`src/core/dpim_consts.vh`:
```
`ifndef DPIM_CONSTS_VH
`define DPIM_CONSTS_VH

// ----------------------------------------
// register byte offsets
// ----------------------------------------
`define DPIM_OFF_TH_IN      12'h000
`define DPIM_OFF_TH_OUT     12'h004
`define DPIM_OFF_DI16_IN    12'h008
`define DPIM_OFF_DO1_OUT    12'h00c
`define DPIM_OFF_DO1_IN     12'h010
`define DPIM_OFF_DO2_OUT    12'h014
`define DPIM_OFF_DODIAG_IN  12'h018
`define DPIM_OFF_AN_OUT     12'h01c
`define DPIM_OFF_AN_BYTES   12'h020
`define DPIM_OFF_PACK_OUT   12'h024
`define DPIM_OFF_IRQ_STAT   12'h028
`define DPIM_OFF_IRQ_MASK   12'h02c

// ----------------------------------------
// field positions, widths and store size
// ----------------------------------------
`define DPIM_BYTE0_LSB      0
`define DPIM_BYTE1_LSB      8
`define DPIM_DO1_BIT        0
`define DPIM_DO2_WIDTH      2
`define DPIM_DODIAG_WIDTH   3
`define DPIM_AN_DEPTH       8
`define DPIM_AN_AW          3
`define DPIM_IRQ_WIDTH      4
`define DPIM_IRQ_TH_FAULT   0
`define DPIM_IRQ_DI16_CHG   1
`define DPIM_IRQ_MANUAL     2
`define DPIM_IRQ_DO_DIAG    3

// ----------------------------------------
// reset values
// ----------------------------------------
`define DPIM_RST_SHUTOFF    8'h00
`define DPIM_RST_DO1        1'b0
`define DPIM_RST_DO2        2'h0
`define DPIM_RST_AN_BYTES   4'h0
`define DPIM_RST_MASK       4'h0

`endif

```
`src/core/dpim_an_mem.v`:
```
`timescale 1ns/1ps
// small word store for the analog output data, read data registered
module dpim_an_mem (
    input wire hclk,
    input wire we,
    input wire [2:0] waddr,
    input wire [7:0] wdata,
    input wire [2:0] raddr,
    output reg [7:0] rdata
);
    reg [7:0] mem [0:7];

    // write port and registered read port
    always @(posedge hclk) begin
        if (we) begin
            mem[waddr] <= wdata;
        end
        rdata <= mem[raddr];
    end
endmodule

```
`src/core/dpim_edge.v`:
```
`timescale 1ns/1ps
// per-bit change detector: one-cycle pulse where a bit differs from last cycle
module dpim_edge #(
    parameter W = 16
) (
    input wire hclk,
    input wire hresetn,
    input wire [W-1:0] din,
    output wire [W-1:0] changed
);
    reg [W-1:0] last_q;
    genvar i;

    // remember previous value
    always @(posedge hclk or negedge hresetn) begin
        if (!hresetn) begin
            last_q <= {W{1'b0}};
        end else begin
            last_q <= din;
        end
    end

    // compare each bit
    generate
        for (i = 0; i < W; i = i + 1) begin : g_bit
            assign changed[i] = din[i] ^ last_q[i];
        end
    endgenerate
endmodule

```
`src/core/dpim_top.v`:
```
// What this block does
// - thermistor module exchanges two input bytes and two output bytes, eight channels
// - thermistor signal states in first input byte, channel n at bit n-1
// - per-channel wire fault flags in second input byte, channel n at bit n-1
// - second output byte bit per channel: 0 channel on, 1 channel off
// - sixteen-channel input word, channel n at bit n-1
// - output modules take one image bit per channel setting that output
// - output modules with diagnostics give one diagnostic input bit per channel
// - digital output bits packed into bytes after all analog output data
// - one-channel output: control bit 0, manual status at input bit 0
// - two-channel output: bits 0 and 1 control channels 1 and 2
//
// Added by the designer: the address map and register access over AHB-Lite.
`timescale 1ns/1ps
`include "dpim_consts.vh"
module dpim_top (
    input wire hclk,
    input wire hresetn,
    input wire hsel,
    input wire [11:0] haddr,
    input wire [1:0] htrans,
    input wire hwrite,
    input wire [2:0] hsize,
    input wire [31:0] hwdata,
    input wire hready,
    output reg [31:0] hrdata,
    output reg hreadyout,
    output reg hresp,
    input wire [7:0] input_signal_state,
    input wire [7:0] wire_fault_flag,
    input wire [15:0] di16_in,
    input wire do1_manual,
    input wire [2:0] do_diag_in,
    output reg [7:0] channel_shutoff_bit,
    output reg do1_out,
    output reg [1:0] do2_out,
    output reg [7:0] pack_byte,
    output reg pack_valid,
    output reg irq
);
    // ----------------------------------------
    // state
    // ----------------------------------------
    reg [7:0] shutoff_q;
    reg do1_q;
    reg [1:0] do2_q;
    reg [3:0] an_bytes_q;
    reg [3:0] irq_stat_q;
    reg [3:0] irq_mask_q;
    reg wr_pend_q;
    reg rd_pend_q;
    reg [11:0] addr_q;
    reg [3:0] pack_idx_q;
    reg pack_run_q;
    wire [15:0] di16_chg;
    wire [7:0] fault_chg;
    wire [7:0] an_rdata;
    wire [3:0] irq_evt;
    wire [31:0] rd_word;
    wire take;
    wire an_we;
    reg [31:0] rd_mux;

    assign take = hsel & hready & htrans[1];

    // ----------------------------------------
    // decode helpers
    // ----------------------------------------
    // true when the word address of a access matches an offset
    function hit;
        input [11:0] a;
        input [11:0] off;
        begin
            hit = (a[11:2] == off[11:2]);
        end
    endfunction

    // ----------------------------------------
    // event sources
    // ----------------------------------------
    dpim_edge #(.W(16)) u_di16_edge (
        .hclk(hclk),
        .hresetn(hresetn),
        .din(di16_in),
        .changed(di16_chg)
    );

    dpim_edge #(.W(8)) u_fault_edge (
        .hclk(hclk),
        .hresetn(hresetn),
        .din(wire_fault_flag),
        .changed(fault_chg)
    );

    // rising fault, any input change, manual mode, output diagnostics
    assign irq_evt[`DPIM_IRQ_TH_FAULT] = |(fault_chg & wire_fault_flag);
    assign irq_evt[`DPIM_IRQ_DI16_CHG] = |di16_chg;
    assign irq_evt[`DPIM_IRQ_MANUAL] = do1_manual;
    assign irq_evt[`DPIM_IRQ_DO_DIAG] = |do_diag_in;

    // ----------------------------------------
    // analog output data store
    // ----------------------------------------
    assign an_we = wr_pend_q & hit(addr_q, `DPIM_OFF_AN_OUT);

    dpim_an_mem u_an_mem (
        .hclk(hclk),
        .we(an_we),
        .waddr(hwdata[10:8]),
        .wdata(hwdata[7:0]),
        .raddr(pack_idx_q[2:0]),
        .rdata(an_rdata)
    );

    // ----------------------------------------
    // bus address phase capture
    // ----------------------------------------
    always @(posedge hclk or negedge hresetn) begin
        if (!hresetn) begin
            wr_pend_q <= 1'b0;
            rd_pend_q <= 1'b0;
            addr_q <= 12'h000;
        end else begin
            wr_pend_q <= take & hwrite;
            rd_pend_q <= take & ~hwrite;
            if (take) begin
                addr_q <= haddr;
            end
        end
    end

    // ----------------------------------------
    // writable image bits
    // ----------------------------------------
    // only assigned bit positions are stored; others are dropped
    always @(posedge hclk or negedge hresetn) begin
        if (!hresetn) begin
            shutoff_q <= `DPIM_RST_SHUTOFF;
            do1_q <= `DPIM_RST_DO1;
            do2_q <= `DPIM_RST_DO2;
            an_bytes_q <= `DPIM_RST_AN_BYTES;
            irq_mask_q <= `DPIM_RST_MASK;
        end else if (wr_pend_q) begin
            if (hit(addr_q, `DPIM_OFF_TH_OUT)) begin
                shutoff_q <= hwdata[`DPIM_BYTE1_LSB +: 8];
            end
            if (hit(addr_q, `DPIM_OFF_DO1_OUT)) begin
                do1_q <= hwdata[`DPIM_DO1_BIT];
            end
            if (hit(addr_q, `DPIM_OFF_DO2_OUT)) begin
                do2_q <= hwdata[`DPIM_DO2_WIDTH-1:0];
            end
            if (hit(addr_q, `DPIM_OFF_AN_BYTES)) begin
                an_bytes_q <= (hwdata[3:0] > 4'h8) ? 4'h8 : hwdata[3:0];
            end
            if (hit(addr_q, `DPIM_OFF_IRQ_MASK)) begin
                irq_mask_q <= hwdata[`DPIM_IRQ_WIDTH-1:0];
            end
        end
    end

    // ----------------------------------------
    // interrupt status, set wins over clear
    // ----------------------------------------
    always @(posedge hclk or negedge hresetn) begin
        if (!hresetn) begin
            irq_stat_q <= 4'h0;
        end else if (wr_pend_q && hit(addr_q, `DPIM_OFF_IRQ_STAT)) begin
            irq_stat_q <= (irq_stat_q & ~hwdata[`DPIM_IRQ_WIDTH-1:0]) | irq_evt;
        end else begin
            irq_stat_q <= irq_stat_q | irq_evt;
        end
    end

    // ----------------------------------------
    // packed output image stream
    // ----------------------------------------
    // a write to the pack register walks analog bytes, then the digital byte
    always @(posedge hclk or negedge hresetn) begin
        if (!hresetn) begin
            pack_idx_q <= 4'h0;
            pack_run_q <= 1'b0;
            pack_byte <= 8'h00;
            pack_valid <= 1'b0;
        end else begin
            pack_valid <= 1'b0;
            if (!pack_run_q) begin
                pack_idx_q <= 4'h0;
                if (wr_pend_q && hit(addr_q, `DPIM_OFF_PACK_OUT)) begin
                    pack_run_q <= 1'b1;
                end
            end else begin
                // one cycle to read the store, then emit
                pack_idx_q <= pack_idx_q + 4'h1;
                if (pack_idx_q != 4'h0 && pack_idx_q <= an_bytes_q) begin
                    pack_byte <= an_rdata;
                    pack_valid <= 1'b1;
                end
                if (pack_idx_q == an_bytes_q + 4'h1 || (pack_idx_q == 4'h0 && an_bytes_q == 4'h0)) begin
                    pack_byte <= {5'h00, do2_q, do1_q};
                    pack_valid <= 1'b1;
                    pack_run_q <= 1'b0;
                end
            end
        end
    end

    // ----------------------------------------
    // read data mux
    // ----------------------------------------
    always @* begin
        rd_mux = 32'h00000000;
        if (hit(addr_q, `DPIM_OFF_TH_IN)) begin
            rd_mux[`DPIM_BYTE0_LSB +: 8] = input_signal_state;
            rd_mux[`DPIM_BYTE1_LSB +: 8] = wire_fault_flag;
        end
        if (hit(addr_q, `DPIM_OFF_TH_OUT)) begin
            rd_mux[`DPIM_BYTE1_LSB +: 8] = shutoff_q;
        end
        if (hit(addr_q, `DPIM_OFF_DI16_IN)) begin
            rd_mux[15:0] = di16_in;
        end
        if (hit(addr_q, `DPIM_OFF_DO1_OUT)) begin
            rd_mux[`DPIM_DO1_BIT] = do1_q;
        end
        if (hit(addr_q, `DPIM_OFF_DO1_IN)) begin
            rd_mux[0] = do1_manual;
        end
        if (hit(addr_q, `DPIM_OFF_DO2_OUT)) begin
            rd_mux[1:0] = do2_q;
        end
        if (hit(addr_q, `DPIM_OFF_DODIAG_IN)) begin
            rd_mux[`DPIM_DODIAG_WIDTH-1:0] = do_diag_in;
        end
        if (hit(addr_q, `DPIM_OFF_AN_BYTES)) begin
            rd_mux[3:0] = an_bytes_q;
        end
        if (hit(addr_q, `DPIM_OFF_PACK_OUT)) begin
            rd_mux[0] = pack_run_q;
        end
        if (hit(addr_q, `DPIM_OFF_IRQ_STAT)) begin
            rd_mux[3:0] = irq_stat_q;
        end
        if (hit(addr_q, `DPIM_OFF_IRQ_MASK)) begin
            rd_mux[3:0] = irq_mask_q;
        end
    end
    assign rd_word = rd_mux;

    // ----------------------------------------
    // registered outputs
    // ----------------------------------------
    // read data registered: valid one cycle after the data phase starts
    always @(posedge hclk or negedge hresetn) begin
        if (!hresetn) begin
            hrdata <= 32'h00000000;
            hreadyout <= 1'b1;
            hresp <= 1'b0;
            channel_shutoff_bit <= `DPIM_RST_SHUTOFF;
            do1_out <= `DPIM_RST_DO1;
            do2_out <= `DPIM_RST_DO2;
            irq <= 1'b0;
        end else begin
            hreadyout <= ~(take & ~hwrite);
            hresp <= 1'b0;
            if (rd_pend_q) begin
                hrdata <= rd_word;
            end
            channel_shutoff_bit <= shutoff_q;
            do1_out <= do1_q;
            do2_out <= do2_q;
            irq <= |(irq_stat_q & irq_mask_q);
        end
    end
endmodule

```
`config.mk`:
```
export PLATFORM = sky130hd
export DESIGN_NAME = dpim_top
export DESIGN_NICKNAME = d
export VERILOG_FILES = /design/src/core/dpim_an_mem.v /design/src/core/dpim_edge.v /design/src/core/dpim_top.v
export VERILOG_INCLUDE_DIRS = /design/src /design/src/core
export SDC_FILE = /design/constraint.sdc
export NUM_CORES = 1
export LEC_CHECK = 0
export BUFFER_PORTS_ARGS = -buffer_cell sky130_fd_sc_hd__buf_2
export CELL_PAD_IN_SITES_DETAIL_PLACEMENT = 1
export CELL_PAD_IN_SITES_GLOBAL_PLACEMENT = 2
export CORE_AREA = 2 2 143 145
export DETAILED_ROUTE_END_ITERATION = 7
export DIE_AREA = 0 0 145 147
export PLACE_DENSITY = 0.86
export SLEW_MARGIN = 15
export SYNTH_ARGS = -nofsm -noshare
export SYNTH_HDL_FRONTEND = slang
export SYNTH_SLANG_ARGS = --single-unit
```
`constraint.sdc`:
```
create_clock -name hclk -period 3.2 [get_ports hclk]
set_input_delay 0.32 -clock hclk [delete_from_list [all_inputs] [get_ports hclk]]
set_output_delay 0.32 -clock hclk [all_outputs]
set_load 0.02 [all_outputs]
```
==> qor.yml, run 1 <==
status: "finished, final reports clean"
crit_arrival_ps: 2570
async_flop_share_pct: 58.6
via_per_inst: 5.07
core-area_um2: 19800
ys_seq_area_share_pct: 63.1
drtIter0Drc: 273
synth-seq-cells: 174
cts.root.buffer_cell: "clkbuf_16"
layout_common_cells: "104 x buf_2, 101 x dfrtp_1, 64 x edfxtp_1"
wire_per_inst_um: 19.6
yosys_warnings: 0
hold_start: "wire_fault_flag[6]"
fin_tns_setup_ps: 0
antenna_found_initial: 2
final_common_cell: "buf_2"
fp-row-count: 52
synthTopCellsByArea: "dfrtp_1 34%, edfxtp_1 26%, mux2_2 5.8%"
drt_wl_total_um: 18200
start_util_pct: 37.0
grt_pass1_vias: 5315
holdPathStages: 1
r2r_start: "addr_q[11]"
ys.flop_type: "dfrtp_1"
dpl-instance-area_um2: 8150
synth_area_leader_cell: "dfrtp_1"
post-route-drc-count: 0
finalSetupViolations: 0
gp_congestion: 0.811
netlist_instances: 529
cp.required_ps: 3320
synth_cell_types: 64
synthesis.area_um2: 7350
synth_top_cell_area_share_pct: 34.4
design_area_um2: 8780
drive_gt1_share_pct: 32.6
period_share_pct: 76.5
die-area_um2: 21300
grt_pass1_wl_um: 29300
nNetsFinal: 744
reg2reg_depth: 6
p_per_area_nw_per_um2: 587
timing.rr.end: "u_an_mem.mem[0][6]"
areaGrowthSynthToFinish_pct: 19.5
period_needed_ps: 2450
grt-ovfl-total: 0
ant_nets: 0
ff2ff_setup_slack_ps: 750
worstSkewPairLatency_ps: 430
numCtsBuffers: 17
crit_fanout: 8
die_h_um: 147
clock_path_buffers: 2
slew_violations: 0
finClkSkew_ps: 11.7
vdd_drop_max_mv: 0.301
dr.pass1.iters: 4
leakage_uw: 0.00367
cts_setup_buffers: 0
holdPathEnd: "u_fault_edge.last_q[6]"
rsz0062_at_grt: "no"
fp.dieW_um: 145
cp-start-kind: "flop"
path_class: "flop to flop"
slew_headroom_pct: 53.6
num_io_pins: 145
cts_sinks: 174
syn_area_per_cell_um2: 13.9
diodes: 0
synth_edf_count: 64
ctsHtreeMaxLevel: 4
cts_tree: "built"
io_buffers: 105
clk_pin_slew_ps: 60
crit_path_end_kind: "flop"
hold_path.class: "input pin to flop"
fmax_mhz: 409
grtUsageTotal_pct: 17.8
tightest_slew_ps: 696
dp_hpwl_um: 12800
hold_violations: 0
dr_total_vias: 4706
maxCapViolCount: 0
grt_max_degree: 43
routing by layer:
metal	vias up	GRT usage (%)	share of wire (%)
met2	120	30.7	52
met4	2	7.23	2.1
met5	-	0	0.072
met3	25	4.04	4.3
met1	2434	21.8	42
li1	2125	-	-
cell usage after synthesis (2+ instances only):
cell      count
dfrtp_1     101
edfxtp_1     64
mux2_2       38
inv_1        33
o21ai_0      26
nor2_1       23
buf_4        19
nand3_1      19
nand2_1      18
xor2_1       18
mux4_2       16
a21oi_1      14
buf_2        13
mux2i_1       9
dfxtp_1       8
ha_1          8
o31ai_1       7
nor2b_1       6
a32oi_1       5
clkbuf_1      5
nor3_1        5
nor3b_1       5
nor4_1        5
nand2b_1      4
nand4_1       4
o22ai_1       4
a22oi_1       3
buf_1         3
nand3b_1      3
o32ai_1       3
xnor2_1       3
a21o_1        2
nand3_4       2
nor4_4        2
o221ai_1      2
flip-flops by register name (all words and copies together), names as in the netlist, 2 cells and up:
name	cells
channel_shutoff_bit	8
irq_mask_q	4
an_bytes_q	4
u_an_mem.mem	64
shutoff_q	8
irq_stat_q	4
hrdata	16
u_fault_edge.last_q	8
pack_idx_q	4
do2_q	2
do2_out	2
u_an_mem.rdata	8
addr_q	10
pack_byte	8
u_di16_edge.last_q	16
worst max-delay path, stage by stage, from the launching register on:
cell,delay (ps)
dfrtp_1,400
nor4_4,380
nand3_4,180
nor3b_1,510
nand2b_1,220
nor3_1,190
buf_4,240
report_power, final:
group          internal (uW)  switching, uW
Clock                   1320            827
Combinational            193            339
Sequential              2390           78.2
Total                   3900           1240
worst max path at each step:
stage	from	endpoint	slack, ps	cells past startpoint
final	addr_q[11]	u_an_mem.mem[0][6]	750	6
after global routing	addr_q[4]	u_an_mem.mem[1][6]	630	5
after CTS	addr_q[11]	u_an_mem.mem[0][6]	760	6
after detailed placement	addr_q[11]	u_an_mem.mem[0][7]	800	6
after global placement	addr_q[11]	u_an_mem.mem[1][4]	890	6
after floorplan	addr_q[11]	u_an_mem.mem[0][0]	940	5
metrics by stage:
step / hold WS (ps) / util [%] / setup WS, ps / total power [uW] / instances
after floorplan: 24.4 / - / 940 / 2830 / 545
after global placement: 325 / 41.1 / 895 / 3010 / 896
after detailed placement: 327 / 41.1 / 801 / 3030 / 896
after CTS: 13.5 / 44.2 / 758 / 5190 / 929
after global routing: 8.17 / 44.2 / 632 / 5340 / 929
final: 26.4 / 44.2 / 753 / 5150 / 929
timing repair:
item / 4_1_cts / 5_1_grt
hold buffers: 1 / 0
endpoints found under the hold margin: 40 / 0
resized for setup: 0 / 0
kinds of logic (layout without fill, tap and decap cells):
kind of cell    count (synthesis)  after routing  synth area share, %
xor+xnor                       22             22                 2.83
buf+inv                        73            187                 4.92
mux                            63             63                 12.0
simple gates                  107            107                 8.45
fa+ha+maj                       8              8                 1.36
other cells                     1             17               0.0510
compound gates                 81             81                 7.32
flops                         174            174                 63.1
cell type report:
cell class | count | area (um^2)
fill | 2074 | 11100
sequential | 174 | 4640
multi-input combinational | 298 | 2410
timing repair buffer | 122 | 658
clock buffer | 20 | 447
tap | 270 | 338
clock inverter | 12 | 166
inverter | 33 | 124
No activity file was read; power rests on OpenSTA's default activity.
==> run 2: changes to the inputs <==
- ABC_AREA: not set -> 1
- CORE_AREA: 2 2 143 145 -> 2 2 149 151
- DIE_AREA: 0 0 145 147 -> 0 0 151 153
- PLACE_DENSITY: 0.86 -> 0.85
- clock period: 3.2 -> 2.26 ns (I/O delays scaled with it)
==> qor.yml, run 2 <==
dp.cells: 1089  # +22%
yosys_warnings: 0  # unchanged
netlist_instances: 701  # +33%
ys_seq_area_share_pct: 62.8  # -0.28 points
worstSkewPairLatency_ps: 430  # about the same
synth_mux_area_share_pct: 2.02  # -9.9 points
synthTopCellsByArea: "dfrtp_1 34%, edfxtp_1 26%, nor2_1 4.9%"
fin_tns_setup_ps: 0  # unchanged
post-route-drc-count: 0  # unchanged
period_needed_ps: 1970  # -481 ps
fp-row-count: 54  # +3.8%
clock_path_buffers: 2  # unchanged
final_common_cell: "buf_2"
grt_pass1_wl_um: 31500  # +7.6%
fmax_mhz: 509  # +24%
multi_input_area_um2: 2330  # -3.4%
top_regs: "u_an_mem.mem x64, hrdata x16, u_di16_edge.last_q x16"
grt_pass1_vias: 5796  # +9.0%
finalSetupViolations: 0  # unchanged
final_util_pct: 42.7  # -1.5 points
cts_setup_buffers: 0  # unchanged
grt-ovfl-total: 0  # unchanged
grt_max_degree: 37  # -14%
synth_top_cell_area_share_pct: 34.3  # -0.15 points
synth_xor_area_share_pct: 2.26  # -0.57 points
ctsHtreeMaxLevel: 4  # unchanged
rsz0062_at_grt: "no"
synthesis.area_um2: 7380  # +0.44%
die-area_um2: 23100  # +8.4%
top_register: "u_an_mem.mem"
ant_nets: 0  # unchanged
crit_fanout: 8  # unchanged
ys.flop_type: "dfrtp_1"
leakage_uw: 0.00414  # +13%
dr_total_vias: 5542  # +18%
drive_gt1_share_pct: 22.3  # -10 points
wire_per_inst_um: 17.2  # -12%
slew_headroom_pct: 56.2  # +2.6 points
maxCapViolCount: 0  # unchanged
core-area_um2: 21500  # +8.3%
synth-seq-cells: 174  # unchanged
hold_ws_ps: 23.3  # -3.05 ps
fp.dieW_um: 151  # +4.1%
period_share_pct: 87.0  # +11 points
dr.pass1.iters: 4  # unchanged
hold_path.class: "input pin to flop"
synth_top_family_by_area: "simple AND/OR/NAND/NOR gates"
syn_area_per_cell_um2: 10.5  # -24%
stdcell_count: 1150  # +24%
areaGrowthSynthToFinish_pct: 24.3
finClkSkew_ps: 8.93  # -2.79 ps
power_uw: 7020  # +36%
synth_cell_types: 42  # -34%
crit_path_end_kind: "flop"
io_buffers: 105  # unchanged
start_util_pct: 34.3  # -2.7 points
status: "finished, final reports clean"
synth.most_common_cell: "dfrtp_1"
hold_violations: 0  # unchanged
p_per_area_nw_per_um2: 765  # +30%
crit_arrival_ps: 2270  # -300 ps
synth_edf_count: 64  # unchanged
cts_tree: "built"
vdd_drop_max_mv: 0.550  # +83%
drtIter0Drc: 260  # -4.8%
die_h_um: 153  # +4.1%
gp_congestion: 0.794  # -2.1%
synth_compound_area_share_pct: 8.19  # +0.87 points
synth_area_leader_cell: "dfrtp_1"
tightest_slew_ps: 655  # -41.2 ps
path_class: "flop to flop"
synthTopCellsByCount: "101 x dfrtp_1, 96 x nor2_1, 87 x nand2_1, 64 x edfxtp_1, 64 x inv_1"
nFillCells: 2473  # +19%
antenna_found_initial: 2  # unchanged
drt_wl_total_um: 19800  # +8.8%
ff2ff_setup_slack_ps: 290  # -460 ps
cts.root.buffer_cell: "clkbuf_16"
ff_latch_area_um2: 4640  # unchanged
clk_pin_slew_ps: 70  # about the same
async_flop_share_pct: 58.6  # unchanged
dp_hpwl_um: 13700  # +6.6%
numCtsBuffers: 17  # unchanged
grtUsageTotal_pct: 17.9  # +0.13 points
synthAdderAreaFrac_pct: 1.36  # -0.0060 points
largest_register_ffs: 64  # unchanged
cts_sinks: 174  # unchanged
nNetsFinal: 955  # +28%
via_per_inst: 4.82  # -4.9%
slew_violations: 0  # unchanged
num_io_pins: 145  # unchanged
synth-simple-area-share_pct: 16.8  # +8.4 points
layout_common_cells: "104 x buf_2, 101 x dfrtp_1, 96 x nor2_1"
cp-start-kind: "flop"
cp.required_ps: 2570  # -750 ps
cts_resized: 0  # unchanged
==> run 2: cell types whose count changed in the layout (fill, tap and decap cells not counted), moves of 16 or more <==
| cell | before | now |
|---|---|---|
| nand2_1 | 18 | 87 |
| mux2_2 | 38 | 7 |
| nand3_1 | 19 | 48 |
| inv_1 | 33 | 64 |
| dlygate4sd3_1 | 1 | 29 |
| o21ai_0 | 26 | 51 |
| mux4_2 | 16 | 0 |
| nor2_1 | 23 | 96 |
==> run 2: final timing paths <==
path,startpoint,to,cells after the start
worst max-delay path,an_bytes_q[0],pack_byte[3],10
worst min-delay path,hwdata[11],shutoff_q[3],2
worst max register to register,an_bytes_q[0],pack_byte[3],10
worst min register to register,shutoff_q[6],channel_shutoff_bit[6],0
max in group asynchronous,hresetn,addr_q[6],3
min in group asynchronous,hresetn,hrdata[4],2
==> run 2: power breakdown <==
part           total [uW]  switching (uW)  internal, uW
Combinational         592             380           212
Clock                2980            1210          1760
Sequential           3450            67.7          3380
==> run 2: critical path, cell delays in order (launching register included) <==
cell and delay [ps]:
dfrtp_1 410, inv_1 150, ha_1 260, xor2_1 160, nor2_1 90, o21ai_0 80, a21oi_1 120, nand2_1 90
nand2_2 180, or2_1 210, o21ai_0 100
==> run 2: cell families (layout without fill, tap and decap cells) <==
logic type	Yosys count	after routing
DFF	174	174
muxes	12	12
adders and majority gates	8	8
and+or+nand+nor	274	274
AOI/OAI and AO/OA	107	107
other	1	18
buffers and inverters	106	258
xor gates and xnor gates	19	19
==> run 2: cell type report <==
cell class / instances / share of cell area [%]
Timing Repair Buffer: 155 / 10.8
Sequential cell: 174 / 50.5
Multi-Input combinational cell: 437 / 25.4
Inverter: 72 / 2.97
Antenna cell: 1 / 0.0273
Clock buffer: 23 / 5.37
Clock inverter: 8 / 1.13
Tap cell: 280 / 3.82
==> run 2: per-stage QoR <==
step,area (um^2),setup slack (ps)
after CTS,9170,265
after global placement,8280,348
after floorplan,7440,170
after detailed placement,8280,273
after global routing,9170,71.7
final,9170,294
==> run 2: metal layers <==
metal,wire [um],GRT usage (%),up-vias,share of wire [%]
met3,882,4.06,16,4.5
li1,-,-,2642,-
met4,198,5.61,2,1.0
met1,8700,23.3,2765,44
met5,7,0,-,0.035
met2,9990,29.8,117,51
==> run 2: what timing repair did <==
item | 4_1_cts | 5_1_grt
endpoints found under the setup margin | 0 | 0
hold buffers | 29 | 0
hold endpoints to repair | 55 | 0
